--- src/design/gep_pkg.sv ---
// package for the gpio event port: register map, field positions, reset values, timing
package gep_pkg;

    localparam int unsigned PIN_COUNT        = 8;

    // runtime register offsets (address port of the runtime space)
    localparam logic [2:0] OFS_OUTPUT_LATCH  = 3'h0;
    localparam logic [2:0] OFS_PIN_LEVEL     = 3'h1;
    localparam logic [2:0] OFS_EVENT_ENABLE  = 3'h2;
    localparam logic [2:0] OFS_EDGE_STATUS   = 3'h3;
    // configuration space: setup and route registers of the selected pin
    localparam logic [2:0] OFS_PIN_SETUP     = 3'h4;
    localparam logic [2:0] OFS_NOTIFY_ROUTE  = 3'h5;

    // pin setup field positions
    localparam int unsigned CFG_OUT_EN       = 0;
    localparam int unsigned CFG_PUSH_PULL    = 1;
    localparam int unsigned CFG_PULL_UP      = 2;
    localparam int unsigned CFG_LOCK         = 3;
    localparam int unsigned CFG_EV_LEVEL     = 4;
    localparam int unsigned CFG_EV_POL       = 5;
    localparam int unsigned CFG_DEBOUNCE     = 6;

    // notify route field positions
    localparam int unsigned RT_IRQ           = 0;
    localparam int unsigned RT_SMI           = 1;
    localparam int unsigned RT_PWR           = 2;

    // reset values
    localparam logic [7:0] RST_PIN_SETUP     = 8'h44;
    localparam logic [7:0] RST_SETUP_MASK    = 8'h7F;
    localparam logic [7:0] LOCKED_MASK       = 8'h0F;
    localparam logic [2:0] RST_NOTIFY_ROUTE  = 3'h0;
    localparam logic [7:0] RST_OUTPUT_LATCH  = 8'h00;
    localparam logic [7:0] RST_EVENT_ENABLE  = 8'h00;
    localparam logic [7:0] RST_EDGE_STATUS   = 8'h00;

    // debounce timing
    localparam int unsigned CLK_PERIOD_NS    = 10;
    localparam int unsigned DEBOUNCE_MS      = 15;
    localparam int unsigned DEBOUNCE_CYCLES  = (DEBOUNCE_MS * 1000000) / CLK_PERIOD_NS;
    localparam int unsigned DB_CNT_W         = 21;

    // register access request from the host bus
    typedef struct packed {
        logic       wr;
        logic       rd;
        logic [2:0] addr;
        logic [2:0] pin_sel;
        logic [7:0] wdata;
    } gep_req_t;

    // pin drive toward the pad
    typedef struct packed {
        logic [7:0] out;
        logic [7:0] oe;
        logic [7:0] pull_up;
    } gep_pad_t;

    // notification outputs
    typedef struct packed {
        logic irq;
        logic smi;
        logic power_up_request;
    } gep_notify_t;

endpackage

--- src/design/gep_port.sv ---
// eight pin gpio port with edge/level events and notification routing
`timescale 1ns/1ps
module gep_port
    import gep_pkg::*;
#(
    parameter bit          EVENT_SUPPORT = 1'b1,
    parameter int unsigned DB_CYCLES     = DEBOUNCE_CYCLES
) (
    input  wire logic        ref_clk_i,
    input  wire logic        resetn_i,
    input  wire logic        port_active_i,
    input  wire logic [3:0]  irq_select_i,
    input  wire logic        reg_wr_i,
    input  wire logic        reg_rd_i,
    input  wire logic [2:0]  reg_addr_i,
    input  wire logic [2:0]  pin_sel_i,
    input  wire logic [7:0]  reg_wdata_i,
    output logic      [7:0]  reg_rdata_o,
    input  wire logic [7:0]  port_pin_n_i,
    output logic      [7:0]  port_pin_n_o,
    output logic      [7:0]  port_pin_n_oe_o,
    output logic      [7:0]  pull_up_en_o,
    output logic      [15:0] irq_lines_o,
    output logic             smi_o,
    output logic             power_up_request_o
);

    gep_req_t    req;
    gep_pad_t    next_pad;
    gep_notify_t next_notify;

    logic [7:0] pin_setup_reg [PIN_COUNT];
    logic [2:0] notify_route_reg [PIN_COUNT];
    logic [7:0] output_latch_reg;
    logic [7:0] event_enable_reg;
    logic [7:0] edge_status_reg;
    logic [7:0] pin_level_reg;
    logic [7:0] det_level;
    logic [7:0] det_prev;
    logic [7:0] active_edge;
    logic [7:0] pending;
    logic [7:0] next_rdata;
    logic [7:0] setup_mask;

    assign req = '{wr: reg_wr_i, rd: reg_rd_i, addr: reg_addr_i, pin_sel: pin_sel_i, wdata: reg_wdata_i};
    assign setup_mask = EVENT_SUPPORT ? RST_SETUP_MASK : LOCKED_MASK;

    // does this write hit the given offset
    function automatic logic hit(input gep_req_t r, input logic [2:0] ofs);
        return r.wr && (r.addr == ofs);
    endfunction

    // event enable and edge status are reachable only while active
    function automatic logic ev_access(input gep_req_t r, input logic [2:0] ofs, input logic act);
        return hit(r, ofs) && act;
    endfunction

    // pin setup registers, one per pin, reached through the pin select index
    always_ff @(posedge ref_clk_i) begin
        if (!resetn_i) begin
            for (int i = 0; i < PIN_COUNT; i++) begin
                pin_setup_reg[i] <= RST_PIN_SETUP & setup_mask;
            end
        end else if (hit(req, OFS_PIN_SETUP)) begin
            if (pin_setup_reg[req.pin_sel][CFG_LOCK]) begin
                pin_setup_reg[req.pin_sel] <= ((pin_setup_reg[req.pin_sel] & LOCKED_MASK)
                                              | (req.wdata & ~LOCKED_MASK)) & setup_mask;
            end else begin
                pin_setup_reg[req.pin_sel] <= ((req.wdata & ~(8'h01 << CFG_LOCK))
                                              | ((req.wdata | pin_setup_reg[req.pin_sel])
                                                 & (8'h01 << CFG_LOCK))) & setup_mask;
            end
        end
    end

    // notification routing per pin
    always_ff @(posedge ref_clk_i) begin
        if (!resetn_i) begin
            for (int i = 0; i < PIN_COUNT; i++) begin
                notify_route_reg[i] <= RST_NOTIFY_ROUTE;
            end
        end else if (hit(req, OFS_NOTIFY_ROUTE)) begin
            notify_route_reg[req.pin_sel] <= req.wdata[2:0];
        end
    end

    // output latch: locked pins keep their bit, inactive port blocks access
    always_ff @(posedge ref_clk_i) begin
        if (!resetn_i) begin
            output_latch_reg <= RST_OUTPUT_LATCH;
        end else if (hit(req, OFS_OUTPUT_LATCH) && port_active_i) begin
            for (int i = 0; i < PIN_COUNT; i++) begin
                if (!pin_setup_reg[i][CFG_LOCK]) begin
                    output_latch_reg[i] <= req.wdata[i];
                end
            end
        end
    end

    // pin level sampling; inputs blocked while inactive
    always_ff @(posedge ref_clk_i) begin
        if (!resetn_i) begin
            pin_level_reg <= 8'hFF; // idle level under the pull-ups, matches the debouncer reset so no false edge
        end else if (port_active_i) begin
            pin_level_reg <= port_pin_n_i;
        end
    end

    genvar g;
    generate
        for (g = 0; g < PIN_COUNT; g++) begin : g_db
            gep_debounce #(
                .DB_CYCLES (DB_CYCLES)
            ) u_db (
                .ref_clk_i (ref_clk_i),
                .resetn_i  (resetn_i),
                .enable_i  (pin_setup_reg[g][CFG_DEBOUNCE]),
                .level_i   (pin_level_reg[g]),
                .level_o   (det_level[g])
            );
        end
    endgenerate

    always_ff @(posedge ref_clk_i) begin
        if (!resetn_i) begin
            det_prev <= 8'hFF;
        end else begin
            det_prev <= det_level;
        end
    end

    // active edge and pending per pin
    always_comb begin
        for (int i = 0; i < PIN_COUNT; i++) begin
            active_edge[i] = pin_setup_reg[i][CFG_EV_POL] ? (det_level[i] & ~det_prev[i])
                                                            : (~det_level[i] & det_prev[i]);
            pending[i] = event_enable_reg[i]
                         & (pin_setup_reg[i][CFG_EV_LEVEL]
                            ? (det_level[i] == pin_setup_reg[i][CFG_EV_POL])
                            : edge_status_reg[i]);
        end
        if (!EVENT_SUPPORT) begin
            active_edge = 8'h00;
            pending     = 8'h00;
        end
    end

    always_ff @(posedge ref_clk_i) begin
        if (!resetn_i) begin
            event_enable_reg <= RST_EVENT_ENABLE;
        end else if (ev_access(req, OFS_EVENT_ENABLE, port_active_i)) begin
            event_enable_reg <= req.wdata;
        end
    end

    // edge status: set wins over the write-one clear
    always_ff @(posedge ref_clk_i) begin
        if (!resetn_i) begin
            edge_status_reg <= RST_EDGE_STATUS;
        end else if (!port_active_i) begin
            edge_status_reg <= 8'h00;
        end else if (ev_access(req, OFS_EDGE_STATUS, port_active_i)) begin
            edge_status_reg <= (edge_status_reg & ~req.wdata) | active_edge;
        end else begin
            edge_status_reg <= edge_status_reg | active_edge;
        end
    end

    // pad drive
    always_comb begin
        for (int i = 0; i < PIN_COUNT; i++) begin
            next_pad.oe[i]  = pin_setup_reg[i][CFG_OUT_EN]
                              & (pin_setup_reg[i][CFG_PUSH_PULL] | ~output_latch_reg[i]);
            next_pad.out[i] = output_latch_reg[i];
            next_pad.pull_up[i] = pin_setup_reg[i][CFG_PULL_UP];
        end
    end

    always_ff @(posedge ref_clk_i) begin
        if (!resetn_i) begin
            port_pin_n_o    <= 8'h00;
            port_pin_n_oe_o <= 8'h00;
            pull_up_en_o    <= 8'h00;
        end else begin
            port_pin_n_o    <= next_pad.out;
            port_pin_n_oe_o <= next_pad.oe;
            pull_up_en_o    <= next_pad.pull_up;
        end
    end

    // notification routing
    always_comb begin
        next_notify = '0;
        for (int i = 0; i < PIN_COUNT; i++) begin
            next_notify.irq              |= pending[i] & notify_route_reg[i][RT_IRQ];
            next_notify.smi              |= pending[i] & notify_route_reg[i][RT_SMI];
            next_notify.power_up_request |= pending[i] & notify_route_reg[i][RT_PWR];
        end
        if (!port_active_i) begin
            next_notify = '0;
        end
    end

    always_ff @(posedge ref_clk_i) begin
        if (!resetn_i) begin
            irq_lines_o        <= 16'h0000;
            smi_o              <= 1'b0;
            power_up_request_o <= 1'b0;
        end else begin
            irq_lines_o        <= next_notify.irq ? (16'h0001 << irq_select_i) : 16'h0000;
            smi_o              <= next_notify.smi;
            power_up_request_o <= next_notify.power_up_request;
        end
    end

    // read data
    always_comb begin
        next_rdata = 8'h00;
        case (req.addr)
            OFS_OUTPUT_LATCH: next_rdata = port_active_i ? output_latch_reg : 8'h00;
            OFS_PIN_LEVEL:    next_rdata = port_active_i ? pin_level_reg : 8'h00;
            OFS_EVENT_ENABLE: next_rdata = port_active_i ? event_enable_reg : 8'h00;
            OFS_EDGE_STATUS:  next_rdata = port_active_i ? edge_status_reg : 8'h00;
            OFS_PIN_SETUP:    next_rdata = pin_setup_reg[req.pin_sel];
            OFS_NOTIFY_ROUTE: next_rdata = {5'h00, notify_route_reg[req.pin_sel]};
            default:          next_rdata = 8'h00;
        endcase
    end

    always_ff @(posedge ref_clk_i) begin
        if (!resetn_i) begin
            reg_rdata_o <= 8'h00;
        end else if (req.rd) begin
            reg_rdata_o <= next_rdata;
        end
    end

endmodule // gep_port

--- src/design/gep_debounce.sv ---
// one pin debouncer: passes the level after it has been stable for the debounce period
`timescale 1ns/1ps
module gep_debounce
    import gep_pkg::*;
#(
    parameter int unsigned DB_CYCLES = DEBOUNCE_CYCLES
) (
    input  wire logic ref_clk_i,
    input  wire logic resetn_i,
    input  wire logic enable_i,
    input  wire logic level_i,
    output logic      level_o
);

    logic [DB_CNT_W-1:0] count;
    logic                last;

    always_ff @(posedge ref_clk_i) begin
        if (!resetn_i) begin
            last <= 1'b1;
        end else begin
            last <= level_i;
        end
    end

    always_ff @(posedge ref_clk_i) begin
        if (!resetn_i) begin
            count <= '0;
        end else if (level_i != last) begin
            count <= '0;
        end else if (count < DB_CNT_W'(DB_CYCLES)) begin
            count <= count + DB_CNT_W'(1);
        end
    end

    always_ff @(posedge ref_clk_i) begin
        if (!resetn_i) begin
            level_o <= 1'b1;
        end else if (!enable_i) begin
            level_o <= level_i;
        end else if (level_i == last && count >= DB_CNT_W'(DB_CYCLES - 1)) begin
            level_o <= level_i;
        end
    end

endmodule // gep_debounce

--- config.mk ---
export PLATFORM = sky130hd
export DESIGN_NAME = gep_port
export DESIGN_NICKNAME = d
export VERILOG_FILES = /design/src/design/gep_pkg.sv /design/src/design/gep_port.sv /design/src/design/gep_debounce.sv
export SDC_FILE = /design/constraint.sdc
export NUM_CORES = 1
export LEC_CHECK = 0
export ABC_AREA = 1
export BUFFER_PORTS_ARGS = -buffer_cell sky130_fd_sc_hd__buf_2
export CAP_MARGIN = 30
export CELL_PAD_IN_SITES_DETAIL_PLACEMENT = 0
export CELL_PAD_IN_SITES_GLOBAL_PLACEMENT = 1
export CORE_MARGIN = 3
export CORE_UTILIZATION = 40
export CTS_CLUSTER_SIZE = 30
export DETAILED_ROUTE_END_ITERATION = 16
export PLACE_DENSITY = 0.73
export SETUP_SLACK_MARGIN = 0.4
export SYNTH_ARGS = -nofsm -noshare
export SYNTH_HDL_FRONTEND = slang
export SYNTH_SLANG_ARGS = --single-unit
--- constraint.sdc ---
create_clock -name ref_clk_i -period 1.6 [get_ports ref_clk_i]
set_input_delay 0.24 -clock ref_clk_i [delete_from_list [all_inputs] [get_ports ref_clk_i]]
set_output_delay 0.24 -clock ref_clk_i [all_outputs]
set_load 0.02 [all_outputs]
Yosys cells after proc, flatten, opt, wreduce, memory -nomap -nowiden

Memory sizes are Yosys's and may differ from the RTL's.
Cells that the tools add are included.

Input port bits: 31
Memories: 2
Flip-flop bits (word level): 274
Logic and storage cells: 328
Bits in read-only memories: 0
Latch bits: 0
RAM bits: 80

Reductions and logical operators: 37
Shift-type cells: 1
Multiplexer cells: 58
Div/mod/pow operators: 0
Equal/unequal tests: 37
$mul: 0
Order comparisons: 16
Bitwise operators: 126
$add $sub $neg: 8

Memories:

| memory           | words | bits a word | read ports | clocked after memory_dff | write ports | RTL line       | source |
|---|---|---|---|---|---|---|---|
| pin_setup_reg    | 8     | 7           | 9          | 0                        | 8           | gep_port.sv:32 | `logic [7:0] pin_setup_reg [PIN_COUNT];` |
| notify_route_reg | 8     | 3           | 9          | 0                        | 8           | gep_port.sv:33 | `logic [2:0] notify_route_reg [PIN_COUNT];` |

Operators with widths:

| kind                                                       | number |
|---|---|
| adder 21 x 1 -> 21 bit (second input constant)             | 8 |
| greater-or-equal comparator 21 bit (second input constant) | 8 |
| < comparator 21 bit (second input constant)                | 8 |
| AND 1 bit                                                  | 56 |
| one-hot mux 8 bit (6 select lines)                         | 1 |
| 2-to-1 mux 1 bit                                           | 46 |
| 2-to-1 mux 8 bit                                           | 5 |
| inverter 1 bit                                             | 33 |
| bitwise OR 1 bit                                           | 30 |
| AND reduction 2 bit                                        | 10 |
| == test 1 bit                                              | 16 |
| logical AND 1 bit                                          | 16 |
| inequality test 2 bit (second input constant)              | 8 |
| bitwise OR 8 bit                                           | 2 |
| OR reduction 2 bit                                         | 8 |
| left shift 1 x 4 -> 16 bit (first input constant)          | 1 |
| 2-to-1 mux 7 bit                                           | 2 |
| 2-to-1 mux 3 bit                                           | 4 |
| AND 8 bit                                                  | 1 |
| inequality test 1 bit                                      | 8 |
| inverter 8 bit                                             | 1 |
| bitwise OR 4 x 7 -> 7 bit                                  | 1 |
| bitwise OR 7 x 4 -> 7 bit                                  | 1 |
| OR reduction 7 bit                                         | 1 |
| other kinds (6)                                            | 8 |

Logic depth before layout (Yosys ltp)

Gate-level depths: netlist of run 1.
An unclocked memory read counts as a cell.

Word-level depth: 14
Mapped depth: 13
Depth with buffers taken out: 13

Hierarchy

A second synthesis of run 1 with hierarchy kept.

Cells, all modules: 2750
Area, all modules: 19177.1 um^2

By module, submodules not included:

| module                          | times used | area an instance (um^2) | cells an instance |
|---|---|---|---|
| gep_debounce (g_db[0].u_db ...) | 7          | 1446.4                  | 225 |
| gep_port                        | 1          | 7653.6                  | 957 |
| gep_debounce (g_db[7].u_db)     | 1          | 1398.8                  | 218 |

Worst setup path after synthesis of run 1

OpenSTA, ideal clock, no wires.

Path kind: in2reg
From: input port pin_sel_i[1]
To: memory pin_setup_reg[7][0] (netlist bit), enable pin
Path buffers: 2
Cell stages on the path: 6
Arrival time: 1.207 ns
Path slack: 0.069 ns
Cell sequence: buf_2 inv_1 buf_2 nor3_1 nand2_2 nand2_1

RTL lines:

| item        | RTL line       | source |
|---|---|---|
| from (decl) | gep_port.sv:16 | `input wire logic [2:0] pin_sel_i,` |
| to (decl)   | gep_port.sv:32 |  |

==> impl_metrics.json, run 1 <==
{
  "cp_top_family": "simple AND/OR/NAND/NOR gates",
  "crit_required_ns": 1.90,
  "wl_per_cell_um": 16.7,
  "synth_cell_type_count": 47,
  "path_buf_inv": 0,
  "area_delta_synth_final_pct": 51.9,
  "crit_chain": "nand2_1 -> o21ai_1 -> nand2_1 -> nand2_1 -> nand2_2 -> nand2_4 -> nor2_2 -> nand2_2 -> nand2_4 -> nand3_1",
  "crit_path_top_delay_cell": "edfxtp_1",
  "seq_area_um2": 8300,
  "cts_tree": "yes",
  "synthFlopType": "dfxtp_1",
  "multiInputGateArea_um2": 12000,
  "path_clk_slew_ns": 0.06,
  "via_per_inst": 5.09,
  "violations": "negative setup slack",
  "fp.dieArea_um2": 48500,
  "grt_antenna_before_repair": 1,
  "rr_endpoint": "pin_setup_reg[6][2]",
  "syn_nets": 2708,
  "grt_pass1_vias": 18300,
  "power.total_mw": 21.2,
  "async_flop_share_pct": 0,
  "final_common_cell": "nand2_1",
  "maxSlewHeadroom_pct": 61.9,
  "avgSynthCellArea_um2": 6.88,
  "rows": 77,
  "whs_path_depth": 3,
  "portBuffers": 80,
  "setup.worst_path.class": "reg2reg",
  "drive_gt1_share_pct": 45.8,
  "rsz0062_at_grt": "yes",
  "crit_path_frequent_cell": "nand2_1",
  "grt_usage_pct": 24.5,
  "drc": 0,
  "final.setup_skew_ns": 0.0170,
  "synth_cells": 2669,
  "grt_max_degree": 29,
  "maxCapViolCount": 0,
  "slew_viol_final": 0,
  "worstPathMaxFanout": 8,
  "cts-htree-levels": 2,
  "coreArea_um2": 44800,
  "hold_ws_ns": 0.0291,
  "reg2reg_depth": 10,
  "synth_edf_count": 80,
  "grt_pass1_wl_um": 95800,
  "die_h_um": 220,
  "die_x_um": 220,
  "largest_register_ffs": 168,
  "layout_setup_ws_ns": -0.00725,
  "hold_viol": 0,
  "worst_r2r_startpoint": "pin_setup_reg[3][3]",
  "gp_congestion": 0.893,
  "cts_made_buffers": 43,
  "power.density_nw_per_um2": 762,
  "use_met1_pct": 33.3,
  "hold_class": "in2reg",
  "final_nets": 3156,
  "antenna_left": 0,
  "p_leak_nw": 12.0,
  "startpoint_type": "flip-flop",
  "clk_path_buf_depth": 3,
  "instances_no_fill": 3744,
  "synth-seq-area-share_pct": 43.0,
  "top_usage_layer": "met2",
  "finalSetupViolations": 2,
  "hold_path_end": "output_latch_reg[6]",
  "endpoint_kind": "flip-flop",
  "start_util_pct": 41.0,
  "dp.cells": 3417,
  "overflow": 0,
  "fillerInstances": 3861,
  "finalCriticalPeriod_ns": 1.61,
  "num_vias": 19100,
  "wl_um": 62500,
  "place_ws_ns": -0.197,
  "cts-root-buf": "clkbuf_16",
  "worstHoldStart": "reg_wdata_i[6]",
  "worst_skew_pair.late_latency_ns": 0.57,
  "grtUsageMet3_pct": 2.90,
  "synth_area_um2": 18400,
  "status": "finished with violations",
  "yosysWarningCount": 0,
  "drt_first_iter_violations": 1248,
  "fmax_mhz": 622,
  "dp_hpwl_um": 40700,
  "ys_seq_elements": 354,
  "grtUsageMet2_pct": 41.4,
  "cp.arrival_ns": 1.91,
  "io_pins": 81,
  "final_cell_mix": "627 x nand2_1, 273 x buf_4, 214 x inv_1",
  "rrSetupSlack_ns": -0.007,
  "post-route-period-util_pct": 100,
  "ir_drop_v": 0.000654,
  "drtPass1Iterations": 5,
  "cpPeakStageDelay_ns": 0.44,
  "cts.sinks": 354,
  "tightest_slew_ns": 0.567
}
routing by layer:
layer | vias to the layer above | share of wire (%)
li1 | 9442 | -
met1 | 9066 | 44
met2 | 451 | 49
met3 | 104 | 4.8
met4 | 0 | 2.4
met5 | - | 0
cell usage after synthesis, drive strengths merged, types with 3 or more instances:
cell	n	area, um^2
nand2	907	3520
nor2	336	1370
inv	318	1200
dfxtp	274	5490
a21oi	161	821
nand3	150	766
o21ai	141	706
edfxtp	80	2400
nor3	65	382
nand4	52	325
buf	41	292
xor2	41	359
xnor2	20	175
clkbuf	19	71.3
nand3b	9	67.6
clkinv	8	31.3
ha	8	100
mux2	7	78.8
and3	4	25.0
o21bai	4	30.0
and2	3	18.8
nor4	3	18.8
o21a	3	22.5
o22ai	3	18.8
or2	3	18.8
cell type report:
type	count	share of cell area (%)
Multi-Input combinational cell	1931	43.2
Sequential cell	354	29.8
Timing Repair Buffer	454	14.1
Inverter	326	4.91
Clock buffer	62	4.59
Tap cell	592	2.66
Clock inverter	17	0.592
Timing Repair inverter	7	0.233
Antenna cell	1	0.00897
worst register-to-register path: stages, from the launching register on:
cell      delay, ns
edfxtp_1       0.44
nand2_1        0.08
o21ai_1        0.06
nand2_1        0.06
nand2_1        0.06
nand2_2        0.07
nand2_4        0.08
nor2_2         0.10
nand2_2        0.09
nand2_4        0.18
nand3_1        0.10
where the power goes:
group          leakage, nW  switching [mW]  internal [mW]
sequential            3.09           0.232           9.26
combinational         8.16            1.13          0.658
clock                0.710            3.93           6.03
total                 12.0            5.29           16.0
kinds of logic after synthesis:
| logic type | share of synthesized area, % |
|---|---|
| and+or+nand+nor | 35.5 |
| DFF | 43.0 |
| xor gates and xnor gates | 2.91 |
| adders and majority gates | 0.545 |
| muxes | 0.429 |
| buffers and inverters | 8.66 |
| AOI/OAI and AO/OA | 8.95 |
metrics by stage:
| step | setup TNS (ns) | instance area (um^2) | utilization, % |
|---|---|---|---|
| floorplan | 0 | 19100 | - |
| global placement | -7.11 | 21000 | 46.9 |
| detailed placement | -9.72 | 21000 | 46.9 |
| CTS | -0.0286 | 25600 | 57.2 |
| global route | -3.39 | 27900 | 62.2 |
| finish | -0.0104 | 27900 | 62.2 |
how the worst max path moves through the flow:
stage	slack (ns)	start	depth (start not counted)	endpoint
after floorplan	0.24	reg_addr_i[1]	7	pin_setup_reg[0][0]
final	-0.007	pin_setup_reg[3][3]	10	pin_setup_reg[6][2]
after CTS	-0.01	pin_setup_reg[1][3]	10	pin_setup_reg[7][1]
after global placement	-0.16	pin_sel_i[0]	8	notify_route_reg[3][0]
after detailed placement	-0.20	pin_sel_i[0]	11	pin_setup_reg[3][2]
after global routing	-0.12	pin_setup_reg[3][3]	10	pin_setup_reg[0][1]
repair_timing:
item,CTS,global route
hold buffers,20,0
buffers inserted,151,59
gates resized for setup,513,534
pin swaps,191,276
endpoints found under the setup margin,283,299
hold endpoints to repair,36,0
cloned,15,2
(Power assumes the default switching activity.)
==> inputs of run 2 (changes only) <==
- RECOVER_POWER: unset -> 100
==> impl_metrics.json, run 2 (synthesis gave the netlist of run 1 again) <==
{
  "status": "finished with violations",
  "violations": "negative setup slack",
  "comb_power_share_pct": 8.4,
  "hold_path_end": "output_latch_reg[6]",
  "wl_per_cell_um": 16.7,
  "crit_chain": "nand2_1 -> o21ai_1 -> nand2_1 -> nand2_1 -> nand2_2 -> nand2_4 -> nor2_2 -> nand2_2 -> nand2_4 -> nand3_1",
  "placed_area_um2": 21000,
  "coreArea_um2": 44800,
  "largest_register_ffs": 168,
  "dp.cells": 3417,
  "rr_endpoint": "pin_setup_reg[6][2]",
  "post-route-period-util_pct": 101,
  "via_per_inst": 5.09,
  "portBuffers": 80,
  "hold_class": "in2reg",
  "die_x_um": 220,
  "reg2reg_depth": 10,
  "worst_skew_pair.late_latency_ns": 0.57,
  "path_buf_inv": 0,
  "final.setup_skew_ns": 0.0160,
  "final_cell_mix": "627 x nand2_1, 265 x buf_4, 215 x inv_1",
  "slew_viol_final": 0,
  "cts-htree-levels": 2,
  "grt_antenna_before_repair": 1,
  "fmax_mhz": 620,
  "rrSetupSlack_ns": -0.01,
  "worstPathMaxFanout": 8,
  "whs_path_depth": 3,
  "finalSetupViolations": 2,
  "intPower_mw": 15.9,
  "top_usage_layer": "met2",
  "layout_setup_ws_ns": -0.0135,
  "fillerInstances": 3873,
  "grt_pass1_vias": 18300,
  "drive_gt1_share_pct": 45.4,
  "num_vias": 19100,
  "overflow": 0,
  "drc": 0,
  "final_area_um2": 27800,
  "grt_max_degree": 29,
  "crit_path_top_delay_cell": "edfxtp_1",
  "crit_required_ns": 1.90,
  "setup_tns_ns": -0.0139,
  "wl_um": 62400,
  "area_delta_synth_final_pct": 51.6,
  "path_clk_slew_ns": 0.06,
  "final_nets": 3156,
  "grt_pass1_wl_um": 95800,
  "drt_first_iter_violations": 1245,
  "grtUsageMet3_pct": 2.90,
  "power.share.clock_pct": 46.9,
  "seq_power_share_pct": 44.7,
  "sw_frac_of_total_pct": 24.9,
  "gp_congestion": 0.893,
  "power.total_mw": 21.2,
  "drtPass1Iterations": 5,
  "hold_viol": 0,
  "final_util_pct": 62.1,
  "finalCriticalPeriod_ns": 1.61,
  "cts_tree": "yes",
  "maxSlewHeadroom_pct": 28.5,
  "cts-root-buf": "clkbuf_16",
  "fp.dieArea_um2": 48500,
  "p_leak_nw": 11.9,
  "cts.sinks": 354,
  "rows": 77,
  "setup.worst_path.class": "reg2reg",
  "power.density_nw_per_um2": 763,
  "antenna_left": 0,
  "ir_drop_v": 0.000654,
  "place_ws_ns": -0.197,
  "cp.arrival_ns": 1.91,
  "grtUsageMet2_pct": 41.4,
  "worstHoldStart": "reg_wdata_i[6]",
  "instances_no_fill": 3744,
  "crit_path_frequent_cell": "nand2_1",
  "maxCapViolCount": 0,
  "cp_top_family": "simple AND/OR/NAND/NOR gates",
  "final_common_cell": "nand2_1",
  "start_util_pct": 41.0,
  "cts_made_buffers": 43,
  "cpPeakStageDelay_ns": 0.45,
  "startpoint_type": "flip-flop",
  "clk_path_buf_depth": 3,
  "hold_ws_ns": 0.0299,
  "worst_r2r_startpoint": "pin_setup_reg[3][3]",
  "die_h_um": 220,
  "use_met1_pct": 33.3,
  "tightest_slew_ns": 1.07,
  "grt_usage_pct": 24.5,
  "endpoint_kind": "flip-flop",
  "rsz0062_at_grt": "yes",
  "p_switching_mw": 5.29,
  "dp_hpwl_um": 40700,
  "io_pins": 81
}
==> run 2: power by group through the flow <==
| stage | combinational (mW) | clock [mW] | sequential, mW |
|---|---|---|---|
| 2_1_floorplan | 0.874 | 0 | 9.74 |
| 3_3_place_gp | 1.45 | 0 | 9.78 |
| 3_5_place_dp | 1.47 | 0 | 9.78 |
| 4_1_cts | 1.70 | 10.2 | 9.55 |
| 5_1_grt | 1.94 | 10.6 | 9.52 |
| 6_report | 1.77 | 9.96 | 9.50 |
==> run 2: layer usage <==
layer,share of wire (%),vias to the layer above
li1,-,9441
met3,4.5,106
met1,44,9089
met4,2.4,0
met5,0,-
met2,49,426
==> run 2: area by class of cell <==
type | count | area, um^2 | share of cell area, %
Multi-Input combinational cell | 1931 | 12000 | 43.3
Sequential cell | 354 | 8300 | 29.8
Timing Repair Buffer | 454 | 3880 | 13.9
Inverter | 326 | 1370 | 4.92
Clock buffer | 62 | 1280 | 4.60
Tap cell | 592 | 741 | 2.66
Clock inverter | 17 | 165 | 0.593
Timing Repair inverter | 7 | 65.1 | 0.234
Antenna cell | 1 | 2.50 | 0.00899
==> run 2: worst max path at each step <==
| stage | start | end | slack (ns) | cells past startpoint |
|---|---|---|---|---|
| 6_report | pin_setup_reg[3][3] | pin_setup_reg[6][2] | -0.01 | 10 |
| 5_1_grt | pin_setup_reg[3][3] | pin_setup_reg[0][1] | -0.12 | 10 |
| 4_1_cts | pin_setup_reg[1][3] | pin_setup_reg[7][1] | -0.01 | 10 |
| 3_5_place_dp | pin_sel_i[0] | pin_setup_reg[3][2] | -0.20 | 11 |
| 3_3_place_gp | pin_sel_i[0] | notify_route_reg[3][0] | -0.16 | 8 |
| 2_1_floorplan | reg_addr_i[1] | pin_setup_reg[0][0] | 0.24 | 7 |
==> run 2: tightest hold or removal path, stage by stage <==
cell     delay [ns]
buf_2          0.11
o21ai_0        0.09
a21oi_1        0.11
==> run 2: timing repair <==
| action | 4_1_cts | 5_1_grt |
|---|---|---|
| hold buffers | 20 | 0 |
| endpoints found under the setup margin | 283 | 299 |
| pin swaps | 191 | 276 |
| hold endpoints to repair | 36 | 0 |
| setup buffers | 151 | 59 |
| resized for setup | 513 | 534 |
| gates cloned | 15 | 2 |
==> inputs of run 3 (changes only) <==
--- a/constraint.sdc
+++ b/constraint.sdc
@@ -3,2 +3,2 @@
 set_output_delay 0.24 -clock ref_clk_i [all_outputs]
-set_load 0.02 [all_outputs]
+set_load 0.005 [all_outputs]
==> impl_metrics.json, run 3 (synthesis gave the netlist of run 1 again) <==
{
  "status": "finished with violations",
  "violations": "negative setup slack",
  "final_area_um2": 27800,
  "crit_end": "pin_setup_reg[3][2]",
  "startpoint": "pin_setup_reg[3][3]",
  "tightest_slew_ns": 1.08,
  "grt_usage_pct": 24.5,
  "largest_register_ffs": 168,
  "reg2reg_depth": 10,
  "maxSlewHeadroom_pct": 27.7,
  "cts_made_buffers": 43,
  "num_vias": 19000,
  "crit_chain": "nand2_1 -> o21ai_1 -> nand2_1 -> nand2_1 -> nand2_2 -> nand2_4 -> nor2_2 -> nand2_2 -> nand2_4 -> nand3_1",
  "final_cell_mix": "624 x nand2_1, 261 x buf_4, 215 x inv_1",
  "rsz0062_at_grt": "yes",
  "crit_path_top_delay_cell": "edfxtp_1",
  "fp.dieArea_um2": 48500,
  "cp.arrival_ns": 1.93,
  "cts.sinks": 354,
  "worstPathMaxFanout": 8,
  "worst_skew_pair.late_latency_ns": 0.57,
  "slew_viol_final": 0,
  "grt_pass1_wl_um": 95900,
  "die_h_um": 220,
  "placed_area_um2": 21000,
  "io_pins": 81,
  "drc": 0,
  "hold_class": "in2reg",
  "grt_pass1_vias": 18300,
  "grt_antenna_before_repair": 1,
  "fillerInstances": 3870,
  "setup.worst_path.class": "reg2reg",
  "area_delta_synth_final_pct": 51.6,
  "cts-htree-levels": 2,
  "p_leak_nw": 12.0,
  "final.setup_skew_ns": 0.0143,
  "place_ws_ns": -0.197,
  "wl_per_cell_um": 16.7,
  "drive_gt1_share_pct": 45.3,
  "endpoint_kind": "flip-flop",
  "post-route-period-util_pct": 101,
  "via_per_inst": 5.09,
  "layout_setup_ws_ns": -0.0183,
  "fmax_mhz": 618,
  "grt_max_degree": 29,
  "cts-root-buf": "clkbuf_16",
  "clk_path_buf_depth": 3,
  "power.total_mw": 21.2,
  "die_x_um": 220,
  "ir_drop_v": 0.000636,
  "finalCriticalPeriod_ns": 1.62,
  "worst_r2r_startpoint": "pin_setup_reg[3][3]",
  "worstHoldStart": "reg_wdata_i[6]",
  "rows": 77,
  "dp_hpwl_um": 40700,
  "coreArea_um2": 44800,
  "hold_viol": 0,
  "startpoint_type": "flip-flop",
  "final_common_cell": "nand2_1",
  "final_nets": 3155,
  "maxCapViolCount": 0,
  "portBuffers": 80,
  "cpPeakStageDelay_ns": 0.45,
  "power.density_nw_per_um2": 763,
  "drt_first_iter_violations": 1234,
  "gp_congestion": 0.893,
  "cts_tree": "yes",
  "wl_um": 62600,
  "antenna_left": 0,
  "finalSetupViolations": 2,
  "rrSetupSlack_ns": -0.02,
  "drtPass1Iterations": 5,
  "overflow": 0,
  "start_util_pct": 41.0,
  "path_clk_slew_ns": 0.06,
  "crit_path_frequent_cell": "nand2_1",
  "crit_required_ns": 1.91,
  "rr_endpoint": "pin_setup_reg[3][2]"
}
run 3: worst max-delay path, delay by kind of cell, from the launching register on:
family / cells / cell delay [ns]
flops: 1 / 0.45
simple gates: 9 / 0.83
compound gates: 1 / 0.06
run 3: area by class of cell:
cell class | instances | area, um^2 | area share, %
Antenna cell | 1 | 2.50 | 0.00899
Timing Repair inverter | 7 | 70.1 | 0.252
Sequential cell | 354 | 8270 | 29.7
Clock inverter | 17 | 165 | 0.593
Clock buffer | 62 | 1280 | 4.60
Multi-Input combinational cell | 1931 | 12100 | 43.4
Timing Repair Buffer | 453 | 3840 | 13.8
Tap cell | 592 | 741 | 2.66
Inverter | 326 | 1380 | 4.94
run 3: per-stage QoR:
stage | utilization, % | hold WS (ns) | TNS (ns) | cells
after global placement | 46.9 | 0.421 | -7.11 | 3417
after CTS | 57.2 | 0.00418 | -0.0286 | 3684
after floorplan | - | 0.349 | 0 | 2669
after detailed placement | 46.9 | 0.417 | -9.72 | 3417
final | 62.1 | 0.0229 | -0.0252 | 3743
after global routing | 62.1 | 0.0447 | -3.33 | 3743
run 3: worst min path at each step:
stage | end | slack, ns | cells after the start
floorplan | pin_level_reg[7] | 0.35 | 2
global placement | port_pin_n_o[3] | 0.42 | 2
detailed placement | port_pin_n_o[3] | 0.42 | 2
CTS | output_latch_reg[0] | 0.004 | 3
global route | output_latch_reg[6] | 0.04 | 3
finish | output_latch_reg[6] | 0.02 | 3
run 3: power breakdown:
part | internal, mW | switching, mW | total, mW
logic | 0.641 | 1.10 | 1.74
registers | 9.27 | 0.231 | 9.50
clock network | 6.03 | 3.95 | 9.98
total | 15.9 | 5.28 | 21.2
run 3: what timing repair did:
item | CTS | global route
endpoints found under the hold margin | 36 | 0
resized for setup | 507 | 530
pin swaps | 196 | 275
endpoints found under the setup margin | 283 | 299
buffers inserted | 153 | 56
cloned | 15 | 2
hold buffers | 20 | 0
run 3: per-layer routing:
layer | up-vias | track usage [%] | routed length (um)
li1 | 9440 | - | -
met2 | 414 | 41.3 | 30600
met3 | 103 | 2.90 | 2550
met1 | 9078 | 33.4 | 28000
met4 | 0 | 6.76 | 1560
met5 | - | 0 | 0
